--- src/shared/lcddc_pkg.sv ---
// lcddc_pkg: constants shared by the lcd display-control block
package lcddc_pkg;
   // ------------------------------------------------------------
   // register map
   // ------------------------------------------------------------
   localparam logic [7:0] ADDR_CTRL = 8'h00;
   localparam logic [7:0] ADDR_STAT = 8'h04;
   // control register field positions
   localparam int CTRL_RSVD = 7;    // reads as one
   localparam int CTRL_PWR_SW = 6;
   localparam int CTRL_ACTIVATE = 5;
   localparam int CTRL_DATA_SEL = 4;
   localparam int CTRL_CKS_HI = 3;
   localparam int CTRL_CKS_LO = 0;
   localparam logic [6:0] CTRL_RESET = 7'h00;
   // status register field positions
   localparam int STAT_SUB = 0;
   localparam int STAT_PHASE = 1;
   localparam int STAT_STALL = 2;
   localparam int STAT_CNT_LO = 4;
   localparam int STAT_CNT_HI = 12;
   // ------------------------------------------------------------
   // clock and frame timing
   // ------------------------------------------------------------
   localparam int CLK_HZ = 100_000_000;
   localparam int SUB_HZ = 32_768;
   // ticks per frame for subclock and system-clock sources
   localparam int FRAME_SUB = 256;
   localparam int FRAME_SYS = 512;
   localparam int NOM_FRAME_HZ = SUB_HZ / FRAME_SUB;  // 128 Hz
   // one-third duty shortens the frame to three quarters
   localparam logic [8:0] LAST_SUB = 9'(FRAME_SUB - 1);
   localparam logic [8:0] LAST_SUB3 = 9'(FRAME_SUB * 3 / 4 - 1);
   localparam logic [8:0] LAST_SYS = 9'(FRAME_SYS - 1);
   localparam logic [8:0] LAST_SYS3 = 9'(FRAME_SYS * 3 / 4 - 1);
   localparam int SEG_W = 32;
endpackage : lcddc_pkg

--- src/rtl/lcddc_top.sv ---
// lcddc_top: lcd display control, frame clock select and apb slave
//
// The register addresses and the APB register port were decided locally.
`timescale 1ns/1ps
`default_nettype none

// Operation
// - activate low halts all frame timing; high lets it run
// - activate low forces drive power off regardless of power switch
// - halting leaves every control register bit untouched
// - data select low drives blank segments; high drives display ram while activate is high
// - top select low uses subclock, undivided, half or quarter
// - top select high uses system clock divided by two up to 256
// - system clock sources stop frame timing in subclock power modes
// - one-third duty makes the frame four thirds as fast
// - undivided 32.768 kHz subclock yields a 128 Hz frame
// - standby forces drive power off regardless of power switch
module lcddc_top (
   // clock and reset
   input wire logic clk_sys,
   input wire logic sys_rst,
   // apb slave
   input wire logic psel,
   input wire logic penable,
   input wire logic pwrite,
   input wire logic [7:0] paddr,
   input wire logic [31:0] pwdata,
   output logic pready,
   output logic [31:0] prdata,
   output logic pslverr,
   // subclock pin and power-mode status
   input wire logic sub_clk_in,
   input wire logic sub_power_mode,
   input wire logic standby_mode,
   input wire logic duty_third,
   // display ram data
   input wire logic [lcddc_pkg::SEG_W-1:0] ram_data,
   // panel side
   output logic [lcddc_pkg::SEG_W-1:0] seg_data,
   output logic lcd_power_on,
   output logic ctrl_running,
   output logic frame_pulse,
   output logic frame_phase
);

   // ------------------------------------------------------------
   // declarations
   // ------------------------------------------------------------
   logic pready_r;
   logic [31:0] prdata_r;
   logic pslverr_r;
   logic pwr_sw_r;
   logic activate_r;
   logic data_sel_r;
   logic [3:0] cks_r;
   logic sub_s1_r;
   logic sub_s2_r;
   logic sub_s3_r;
   logic [7:0] presc_r;
   logic [1:0] sub_cnt_r;
   logic [8:0] frame_cnt_r;
   logic [8:0] frame_cnt_nxt;
   logic frame_end;
   logic [lcddc_pkg::SEG_W-1:0] seg_r;
   logic power_r;
   logic run_r;
   logic pulse_r;
   logic phase_r;
   logic sub_edge;
   logic sys_tick;
   logic sub_tick;
   logic op_tick;
   logic src_sub;
   logic stall;
   logic acc_start;
   logic wr_en;
   logic [31:0] rd_mux;
   logic [8:0] last_cnt;

   // ------------------------------------------------------------
   // helper decoders
   // ------------------------------------------------------------
   // mask of prescaler bits for a system divide of 2 to 256
   function automatic logic [7:0] sys_mask(input logic [2:0] sel);
      sys_mask = 8'hff >> (3'h7 - sel);
   endfunction : sys_mask

   // mask of subclock edge counter for divide by 1, 2 or 4
   function automatic logic [1:0] sub_mask(input logic [1:0] sel);
      logic [1:0] m;
      m = 2'h0;
      if (sel[1]) begin
         m = 2'h3;
      end else if (sel[0]) begin
         m = 2'h1;
      end
      sub_mask = m;
   endfunction : sub_mask

   // last tick count of a frame for source and duty
   function automatic logic [8:0] frame_last(input logic sub, input logic third);
      logic [8:0] l;
      l = lcddc_pkg::LAST_SYS;
      if (sub && third) begin
         l = lcddc_pkg::LAST_SUB3;
      end else if (sub) begin
         l = lcddc_pkg::LAST_SUB;
      end else if (third) begin
         l = lcddc_pkg::LAST_SYS3;
      end
      frame_last = l;
   endfunction : frame_last

   // ------------------------------------------------------------
   // apb handshake
   // ------------------------------------------------------------
   assign acc_start = psel && penable && !pready_r;
   assign wr_en = psel && penable && pready_r && pwrite;

   // one wait state, ready pulses high for one cycle
   always_ff @(posedge clk_sys) begin
      if (sys_rst) begin
         pready_r <= 1'b0;
      end else begin
         pready_r <= acc_start;
      end
   end

   // read data and error captured on the same edge that raises ready
   always_ff @(posedge clk_sys) begin
      if (sys_rst) begin
         prdata_r <= 32'h0000_0000;
         pslverr_r <= 1'b0;
      end else if (acc_start) begin
         prdata_r <= pwrite ? 32'h0000_0000 : rd_mux;
         pslverr_r <= (paddr != lcddc_pkg::ADDR_CTRL) &&
                      (paddr != lcddc_pkg::ADDR_STAT);
      end else if (pready_r) begin
         prdata_r <= 32'h0000_0000;
         pslverr_r <= 1'b0;
      end
   end

   // read multiplexer, unused bits read zero except reserved control bit 7, which reads one
   always_comb begin
      rd_mux = 32'h0000_0000;
      if (paddr == lcddc_pkg::ADDR_CTRL) begin
         rd_mux[lcddc_pkg::CTRL_RSVD] = 1'b1;
         rd_mux[lcddc_pkg::CTRL_PWR_SW] = pwr_sw_r;
         rd_mux[lcddc_pkg::CTRL_ACTIVATE] = activate_r;
         rd_mux[lcddc_pkg::CTRL_DATA_SEL] = data_sel_r;
         rd_mux[lcddc_pkg::CTRL_CKS_HI:lcddc_pkg::CTRL_CKS_LO] = cks_r;
      end else if (paddr == lcddc_pkg::ADDR_STAT) begin
         rd_mux[lcddc_pkg::STAT_SUB] = src_sub;
         rd_mux[lcddc_pkg::STAT_PHASE] = phase_r;
         rd_mux[lcddc_pkg::STAT_STALL] = stall;
         rd_mux[lcddc_pkg::STAT_CNT_HI:lcddc_pkg::STAT_CNT_LO] = frame_cnt_r;
      end
   end

   // ------------------------------------------------------------
   // control register
   // ------------------------------------------------------------
   // reset to zero
   always_ff @(posedge clk_sys) begin
      if (sys_rst) begin
         {pwr_sw_r, activate_r, data_sel_r, cks_r} <= lcddc_pkg::CTRL_RESET;
      end else if (wr_en && paddr == lcddc_pkg::ADDR_CTRL) begin
         pwr_sw_r <= pwdata[lcddc_pkg::CTRL_PWR_SW];
         activate_r <= pwdata[lcddc_pkg::CTRL_ACTIVATE];
         data_sel_r <= pwdata[lcddc_pkg::CTRL_DATA_SEL];
         cks_r <= pwdata[lcddc_pkg::CTRL_CKS_HI:lcddc_pkg::CTRL_CKS_LO];
      end
   end

   // ------------------------------------------------------------
   // subclock synchroniser
   // ------------------------------------------------------------
   // two flops then an edge-detect flop
   always_ff @(posedge clk_sys) begin
      if (sys_rst) begin
         sub_s1_r <= 1'b0;
         sub_s2_r <= 1'b0;
         sub_s3_r <= 1'b0;
      end else begin
         sub_s1_r <= sub_clk_in;
         sub_s2_r <= sub_s1_r;
         sub_s3_r <= sub_s2_r;
      end
   end

   assign sub_edge = sub_s2_r && !sub_s3_r;

   // ------------------------------------------------------------
   // operating clock selection
   // ------------------------------------------------------------
   assign src_sub = !cks_r[3];
   assign stall = sub_power_mode && !src_sub;

   // free-running system prescaler, cleared while halted
   always_ff @(posedge clk_sys) begin
      if (sys_rst || !activate_r || stall) begin
         presc_r <= 8'h00;
      end else begin
         presc_r <= presc_r + 8'h01;
      end
   end

   assign sys_tick = (presc_r & sys_mask(cks_r[2:0])) == sys_mask(cks_r[2:0]);

   // subclock edge counter for the half and quarter rates
   always_ff @(posedge clk_sys) begin
      if (sys_rst || !activate_r) begin
         sub_cnt_r <= 2'h0;
      end else if (sub_edge) begin
         sub_cnt_r <= sub_cnt_r + 2'h1;
      end
   end

   assign sub_tick = sub_edge &&
                     ((sub_cnt_r & sub_mask(cks_r[1:0])) == sub_mask(cks_r[1:0]));

   assign op_tick = activate_r && (src_sub ? sub_tick : (sys_tick && !stall));

   // ------------------------------------------------------------
   // frame timing
   // ------------------------------------------------------------
   // shorter third-duty frame
   assign last_cnt = frame_last(src_sub, duty_third);
   assign frame_end = op_tick && (frame_cnt_r >= last_cnt);

   always_comb begin
      frame_cnt_nxt = frame_cnt_r;
      if (frame_end) begin
         frame_cnt_nxt = 9'h000;
      end else if (op_tick) begin
         frame_cnt_nxt = frame_cnt_r + 9'h001;
      end
   end

   // frame counter, cleared while halted
   always_ff @(posedge clk_sys) begin
      if (sys_rst || !activate_r) begin
         frame_cnt_r <= 9'h000;
      end else begin
         frame_cnt_r <= frame_cnt_nxt;
      end
   end

   // frame pulse and alternating drive phase
   always_ff @(posedge clk_sys) begin
      if (sys_rst || !activate_r) begin
         pulse_r <= 1'b0;
         phase_r <= 1'b0;
      end else begin
         pulse_r <= frame_end;
         if (frame_end) begin
            phase_r <= !phase_r;
         end
      end
   end

   // ------------------------------------------------------------
   // panel outputs
   // ------------------------------------------------------------
   // blank or ram data
   always_ff @(posedge clk_sys) begin
      if (sys_rst) begin
         seg_r <= '0;
      end else if (activate_r && data_sel_r) begin
         seg_r <= ram_data;
      end else begin
         seg_r <= '0;
      end
   end

   always_ff @(posedge clk_sys) begin
      if (sys_rst) begin
         power_r <= 1'b0;
      end else begin
         power_r <= activate_r && pwr_sw_r && !standby_mode;
      end
   end

   always_ff @(posedge clk_sys) begin
      if (sys_rst) begin
         run_r <= 1'b0;
      end else begin
         run_r <= activate_r && !stall;
      end
   end

   // ------------------------------------------------------------
   // output drive
   // ------------------------------------------------------------
   assign pready = pready_r;
   assign prdata = prdata_r;
   assign pslverr = pslverr_r;
   assign seg_data = seg_r;
   assign lcd_power_on = power_r;
   assign ctrl_running = run_r;
   assign frame_pulse = pulse_r;
   assign frame_phase = phase_r;

endmodule : lcddc_top

`default_nettype wire

--- config.mk ---
export PLATFORM = sky130hd
export DESIGN_NAME = lcddc_top
export DESIGN_NICKNAME = d
export VERILOG_FILES = /design/src/shared/lcddc_pkg.sv /design/src/rtl/lcddc_top.sv
export SDC_FILE = /design/constraint.sdc
export NUM_CORES = 1
export LEC_CHECK = 0
export BUFFER_PORTS_ARGS = -buffer_cell sky130_fd_sc_hd__buf_2
export CAP_MARGIN = 0
export CORE_UTILIZATION = 46
export CTS_CLUSTER_DIAMETER = 40
export DETAILED_ROUTE_END_ITERATION = 6
export PLACE_DENSITY = 0.89
export SETUP_SLACK_MARGIN = 0.1
export SLEW_MARGIN = 10
export SYNTH_ARGS = -nofsm -noshare
export SYNTH_HDL_FRONTEND = slang
export SYNTH_SLANG_ARGS = --single-unit
--- constraint.sdc ---
create_clock -name clk_sys -period 2.4 [get_ports clk_sys]
set_input_delay 0.24 -clock clk_sys [delete_from_list [all_inputs] [get_ports clk_sys]]
set_output_delay 0.24 -clock clk_sys [all_outputs]
set_load 0.1 [all_outputs]
==> flow_summary_export.csv, run 1 <==
group,metric,value,unit
critical_path,endpoint,"frame_cnt_r[7]",
floorplan,fp-row-count,29,
timing,rsz0062_at_grt,"no",
pwr,cellPowerDensity,685.6,nW/um^2
floorplan,die_w,84.28,um
yosys,synthCells,314,
yosys,async_reset_ff_share,0,%
timing,worstMarginPinSlew,1152,ps
cells_and_area,nets,506,
clocking,cts-buffers-inserted,9,
floorplan,initial_core_util,48.22,%
cells_and_area,area_delta_synth_final,24.91,%
yosys,post_synth.cell_area_avg,9.918,sq um
detailed_routing,post_drt_wl_per_cell,14.13,um
global_route,antenna_found_initial,0,
pwr,ir_worst_vdd,0.0005216,V
floorplan,dieHeight,84.28,um
detailed_routing,antenna_left,0,
timing,fmax,0.4553,GHz
critical_path,r2r-start,"cks_r[3]",
global_route,overflow,0,
yosys,yosys-top-cells-area,"dfxtp_1, and3_1, buf_4",
yosys,yosys.cell_types.count,47,
yosys,synth_seq_area_share,51.43,%
placed_design,dp.cells,486,
placed_design,dp_hpwl,4.885,mm
cells_and_area,stdcell_count,502,
timing,fin_crit,2196,ps
detailed_routing,vias,2667,
critical_path,arrival,2490,ps
pwr,p_leak,1.888,nW
critical_path,cp_slowest_stage_delay,420,ps
critical_path,startpoint_type,"register",
floorplan,io_pins,151,
floorplan,coreArea,6459,sq um
global_route,grt_max_degree,35,
timing,final.setup.worst_slack,203.7,ps
timing,slew_headroom,23.21,%
global_route,grt.total_usage,20.12,%
yosys,ys.flop_type,"dfxtp_1",
run_status,violations,"design-rule violations",
clocking,cts_tree,"built",
critical_path,worst-path-buf-inv,1,
placed_design,globalplace.congestion,0.8522,
yosys,synth_edf_count,0,
clocking,cts_sinks,80,
timing,clock_skew,9.435,ps
timing,fin_crit_sh,91.51,%
critical_path,reg2reg_depth,7,
yosys,netlist_area,3114,sq um
critical_path,crit_chain,"inv_1 > ha_1 > and2_1 > a221oi_2 > or2b_2 > o21ai_1 > a32o_1",
run_status,outcome,"finished, violations left",
timing,drv_slew,0,
cells_and_area,num-fill-cells,539,
detailed_routing,dr.pass1.iters,7,
worst_hold_path,hold_class,"input port to register",
global_route,grt_pass1_wl,11.41,mm
yosys,synth_warnings,0,
critical_path,cp.depth,7,
cells_and_area,layout-drive-gt1-share,32.47,%
critical_path,path_delay_family,"compound AO/OA/AOI/OAI gates",
critical_path,cp.required,2690,ps
flow_run,max-cap-violations,0,
yosys,synth_top_area_share,51.43,%
floorplan,die_area,7103,sq um
clocking,path_clk_slew,90,ps
timing,setup_viol_count_final,0,
critical_path,startpoint,"cks_r[3]",
critical_path,worstReg2RegEnd,"frame_cnt_r[7]",
yosys,ys_ff_latch,80,
clocking,cts_max_level,3,
placed_design,portBuffers,106,
detailed_routing,drtIter0Drc,174,
clocking,root_buffer,"clkbuf_8",
critical_path,reg2reg_slack,200,ps
timing,finalHoldViolations,0,
clocking,insertion_delay,350,ps
detailed_routing,drc,23,
global_route,grt_pass1_vias,2481,
critical_path,critPathMaxFanout,8,
cells_and_area,diodes,0,
detailed_routing,viasPerCell,5.313,
timing,fin_tns_setup,0,ps
critical_path,critPathKind,"register to register",
yosys,yosysTopAreaCell,"dfxtp_1",
placed_design,dpl_worst_slack,67.77,ps
clocking,cts_max_path_buffers,2,
critical_path,slowest_stage,"dfxtp_2",
critical_path,endpoint_kind,"register",
detailed_routing,drt_wl_total,7.091,mm
[registers in the layout, indices dropped and copies added, names as in the netlist, 2 cells and up]
register     cells
seg_data        32
cks_r            4
presc_r          8
prdata          13
frame_cnt_r      9
sub_cnt_r        2
[where the power goes]
part           internal, mW  switching (mW)  leakage, nW  total [mW]
Clock                 0.598           0.525        0.108        1.12
Sequential             1.33         0.00316        0.645        1.33
Combinational        0.0379           0.173         1.13       0.211
[worst reg2reg max path: stages, from the launching register on]
cell and delay, ps:
dfxtp_2 420, inv_1 120, ha_1 340, and2_1 190, a221oi_2 310, or2b_2 410, o21ai_1 160, a32o_1 190
[logic make-up (layout without fill, tap and decap cells)]
family	Yosys count	after routing	synth area share (%)
compound gates	45	45	11.57
mux	7	7	2.250
fa+ha+maj	5	5	2.009
flops	80	80	51.43
simple gates	127	127	22.90
buf+inv	42	135	7.754
xor+xnor	7	7	1.969
other cells	1	19	0.1204
[final cells by class]
type | count | area [sq um] | area share, %
clock buffers | 9 | 123.9 | 3.184
clock inverters | 7 | 103.9 | 2.670
inverters | 7 | 26.28 | 0.6755
multi-input cells | 210 | 1349 | 34.67
flip-flops and latches | 80 | 1603 | 41.20
well taps | 77 | 96.34 | 2.477
repair buffers | 112 | 588.1 | 15.12
[synth_stat cells, types with 2 or more instances]
cell,count
nor2b_1,6
o21ai_1,7
nor3_1,6
mux2i_1,7
nor3b_1,5
buf_4,20
nand4_1,4
a222oi_1,5
a32o_1,6
a21oi_1,8
inv_1,6
xnor2_1,3
nor2_1,30
nand2_1,15
nand2b_1,3
and2_1,3
ha_1,5
dfxtp_1,80
and3_1,39
nand3_1,5
nor4_1,2
clkbuf_1,13
a22oi_1,6
a221oi_1,3
o2bb2ai_1,2
xor2_1,4
[repair_timing]
action / in CTS / in global routing
gates cloned: 0 / 0
setup buffers: 0 / 0
hold buffers: 0 / 0
pin swaps: 0 / 0
endpoints found under the setup margin: 9 / 5
gates resized for setup: 2 / 1
[metrics by stage]
| stage | instance area, sq um | utilization [%] | hold WS [ps] | power, mW |
|---|---|---|---|---|
| after floorplan | 3182 | - | 316.1 | 1.547 |
| after global placement | 3654 | 56.57 | 401.2 | 1.572 |
| after detailed placement | 3654 | 56.57 | 408.1 | 1.575 |
| after CTS | 3884 | 60.13 | 30.56 | 2.690 |
| after global routing | 3890 | 60.23 | 34.39 | 2.752 |
| final | 3890 | 60.23 | 44.38 | 2.667 |
[placed cells by master, fill, tap and decap left out, types with 2 or more instances in the layout]
cell	netlist	routed
o2bb2ai_1	2	2
nor3b_1	5	5
xnor2_1	3	3
nand3_1	5	5
dfxtp_1	80	79
nor3_1	6	6
bufinv_16	0	2
nand2b_1	3	3
o21ai_1	7	7
a222oi_1	5	5
and2_1	3	2
nand2_1	15	15
nor2_1	30	30
ha_1	5	5
nand4_1	4	4
a221oi_1	3	2
xor2_1	4	4
conb_1	1	19
mux2i_1	7	7
inv_1	6	6
nor4_1	2	2
a21oi_1	8	8
nor2b_1	6	5
buf_2	1	106
clkbuf_8	0	9
a32o_1	6	6
clkinvlp_4	0	2
and3_1	39	39
buf_4	20	5
a22oi_1	6	6
[per-layer routing]
layer	share of wire [%]	global-route usage, %	vias up	routed length [um]
li1	-	-	1291	-
met1	42	23.49	1236	2956
met2	51	36.07	129	3591
met3	6.0	3.048	11	422
met4	1.7	9.718	0	120
met5	0	0	-	0
[worst min-delay path by stage]
stage	cells after the start	slack (ps)	start	endpoint
detailed placement	2	410	standby_mode	lcd_power_on
CTS	2	30	standby_mode	lcd_power_on
global route	2	30	standby_mode	lcd_power_on
floorplan	1	320	standby_mode	lcd_power_on
finish	2	40	standby_mode	lcd_power_on
global placement	2	400	standby_mode	lcd_power_on
Note: power is estimated with default switching activity, not from simulation.
==> run 2, diff against run 1 <==
- GPL_TIMING_DRIVEN: not set -> 0
==> run 2 against run 1 <==
  * The flow still finishes with violations (design-rule violations)
  * Cell count increased by 5.6%
  * Clock power decreased by 8%
  * Clock-buffer cell count unchanged
  * Setup slack improved by 94 ps
  * Clock skew increased by 1.3 ps
  * Sequential power about the same
  * Design area increased by 3.3%
  * Sequential cell count unchanged
==> flow_summary_export.csv, run 2 (same netlist as run 1, synthesis figures left out) <==
group,metric,value,unit
placed_design,dp.cells,514,
cells_and_area,area_delta_synth_final,29.05,%
timing,whs,29.22,ps
placed_design,globalplace.congestion,0.9163,
pwr,total_power,2.605,mW
clocking,cts_tree,"built",
global_route,grt_pass1_wl,11.69,mm
clocking,cts_setup_buffers,0,
global_route,grt.total_usage,20.61,%
cells_and_area,design_area,4019,sq um
detailed_routing,vias,2739,
timing,setup_viol_count_final,0,
floorplan,die_w,84.28,um
pwr,p_int,1.890,mW
pwr,pwr-share-clk,39.6,%
timing,finalHoldViolations,0,
timing,fin_crit_sh,87.60,%
cells_and_area,num-fill-cells,551,
critical_path,arrival,2400,ps
floorplan,initial_core_util,48.22,%
cells_and_area,largest_register_ffs,32,
cells_and_area,layout-drive-gt1-share,33.33,%
clocking,cts_max_path_buffers,2,
critical_path,startpoint_type,"register",
pwr,cellPowerDensity,648.2,nW/um^2
timing,clock_skew,10.71,ps
detailed_routing,drt_wl_total,7.327,mm
timing,slew_headroom,41.32,%
detailed_routing,drtIter0Drc,152,
run_status,outcome,"finished, violations left",
pwr,comb_power_share,9.2,%
cells_and_area,final_cell_mix,"buf_2, dfxtp_1, and3_1, nor2_1, buf_4",
run_status,violations,"design-rule violations",
timing,fmax,0.4757,GHz
timing,worstMarginPinSlew,873.0,ps
timing,fin_tns_setup,0,ps
detailed_routing,drc,21,
flow_run,max-cap-violations,0,
floorplan,coreArea,6459,sq um
detailed_routing,viasPerCell,5.168,
pwr,p_leak,1.979,nW
cells_and_area,nets,534,
floorplan,io_pins,151,
detailed_routing,antenna_left,0,
timing,rsz0062_at_grt,"no",
pwr,p_sw_share,27.45,%
placed_design,portBuffers,105,
clocking,insertion_delay,360,ps
timing,fin_crit,2102,ps
critical_path,cp.required,2700,ps
floorplan,dieHeight,84.28,um
detailed_routing,post_drt_wl_per_cell,13.82,um
floorplan,fp-row-count,29,
critical_path,critPathKind,"register to register",
pwr,pwr-share-seq,51.1,%
floorplan,die_area,7103,sq um
clocking,holdBufCountCts,0,
pwr,ir_worst_vdd,0.0005226,V
clocking,cts-buffers-inserted,9,
global_route,antenna_found_initial,0,
pwr,p_switching,715.2,uW
cells_and_area,stdcell_count,530,
cells_and_area,final_common_cell,"buf_2",
clocking,root_buffer,"clkbuf_8",
detailed_routing,dr.pass1.iters,6,
global_route,grt_max_degree,17,
worst_hold_path,hold_class,"input port to register",
global_route,grt_pass1_vias,2577,
critical_path,critPathMaxFanout,8,
clocking,cts_sinks,80,
clocking,path_clk_slew,90,ps
clocking,cts_max_level,3,
critical_path,endpoint_kind,"register",
timing,drv_slew,0,
placed_design,dp_hpwl,5.319,mm
cells_and_area,diodes,0,
placed_design,dpl_cell_area,3804,sq um
global_route,overflow,0,
-- run 2: critical path, stage by stage, from the launching register on --
cell,delay [ps]
dfxtp_2,410
inv_1,100
ha_1,320
and2_1,190
a221oi_2,280
or2b_2,410
o21ai_1,170
a32o_1,170
-- run 2: stage by stage --
stage               utilization (%)  setup WS, ps
floorplan                         -         404.5
global placement              58.89         189.0
detailed placement            58.89         162.9
CTS                           62.11         134.2
global route                  62.22         165.0
finish                        62.22         297.6
-- run 2: timing repair --
action / 4_1_cts / 5_1_grt
gates resized for setup: 0 / 2
endpoints found under the setup margin: 0 / 10
endpoints found under the hold margin: 0 / 0
-- run 2: per-layer routing --
| metal | share of wire, % | GRT usage (%) | wire length [um] | vias up |
|---|---|---|---|---|
| li1 | - | - | - | 1345 |
| met1 | 43 | 24.97 | 3163 | 1276 |
| met2 | 49 | 36.51 | 3608 | 106 |
| met3 | 6.0 | 3.835 | 443 | 12 |
| met4 | 1.5 | 7.524 | 111 | 0 |
| met5 | 0 | 0 | 0 | - |
-- run 2: final cells by class --
class / instances / area [sq um] / area share, %
clock buffer: 9 / 123.9 / 3.082
buffer: 35 / 215.2 / 5.355
multi-input combinational: 210 / 1345 / 33.47
clock inverter: 7 / 83.83 / 2.086
timing repair buffer: 105 / 525.5 / 13.08
tap: 77 / 96.34 / 2.397
inverter: 7 / 26.28 / 0.6538
sequential: 80 / 1603 / 39.88
-- run 2: final timing paths --
check                             startpoint             end  slack (ps)  depth (start not counted)
worst min-delay path            standby_mode    lcd_power_on          30                          2
worst max-delay path                cks_r[3]  frame_cnt_r[6]         300                          7
worst min register to register      sub_s1_r        sub_s2_r         450                          1
worst max register to register      cks_r[3]  frame_cnt_r[6]         300                          7
-- run 2: power groups by stage --
| stage | clock [mW] | combinational (mW) | sequential, mW |
|---|---|---|---|
| after floorplan | 0 | 0.171 | 1.38 |
| after global placement | 0 | 0.236 | 1.36 |
| after detailed placement | 0 | 0.239 | 1.36 |
| after CTS | 1.04 | 0.239 | 1.33 |
| after global routing | 1.10 | 0.250 | 1.33 |
| final | 1.03 | 0.240 | 1.33 |
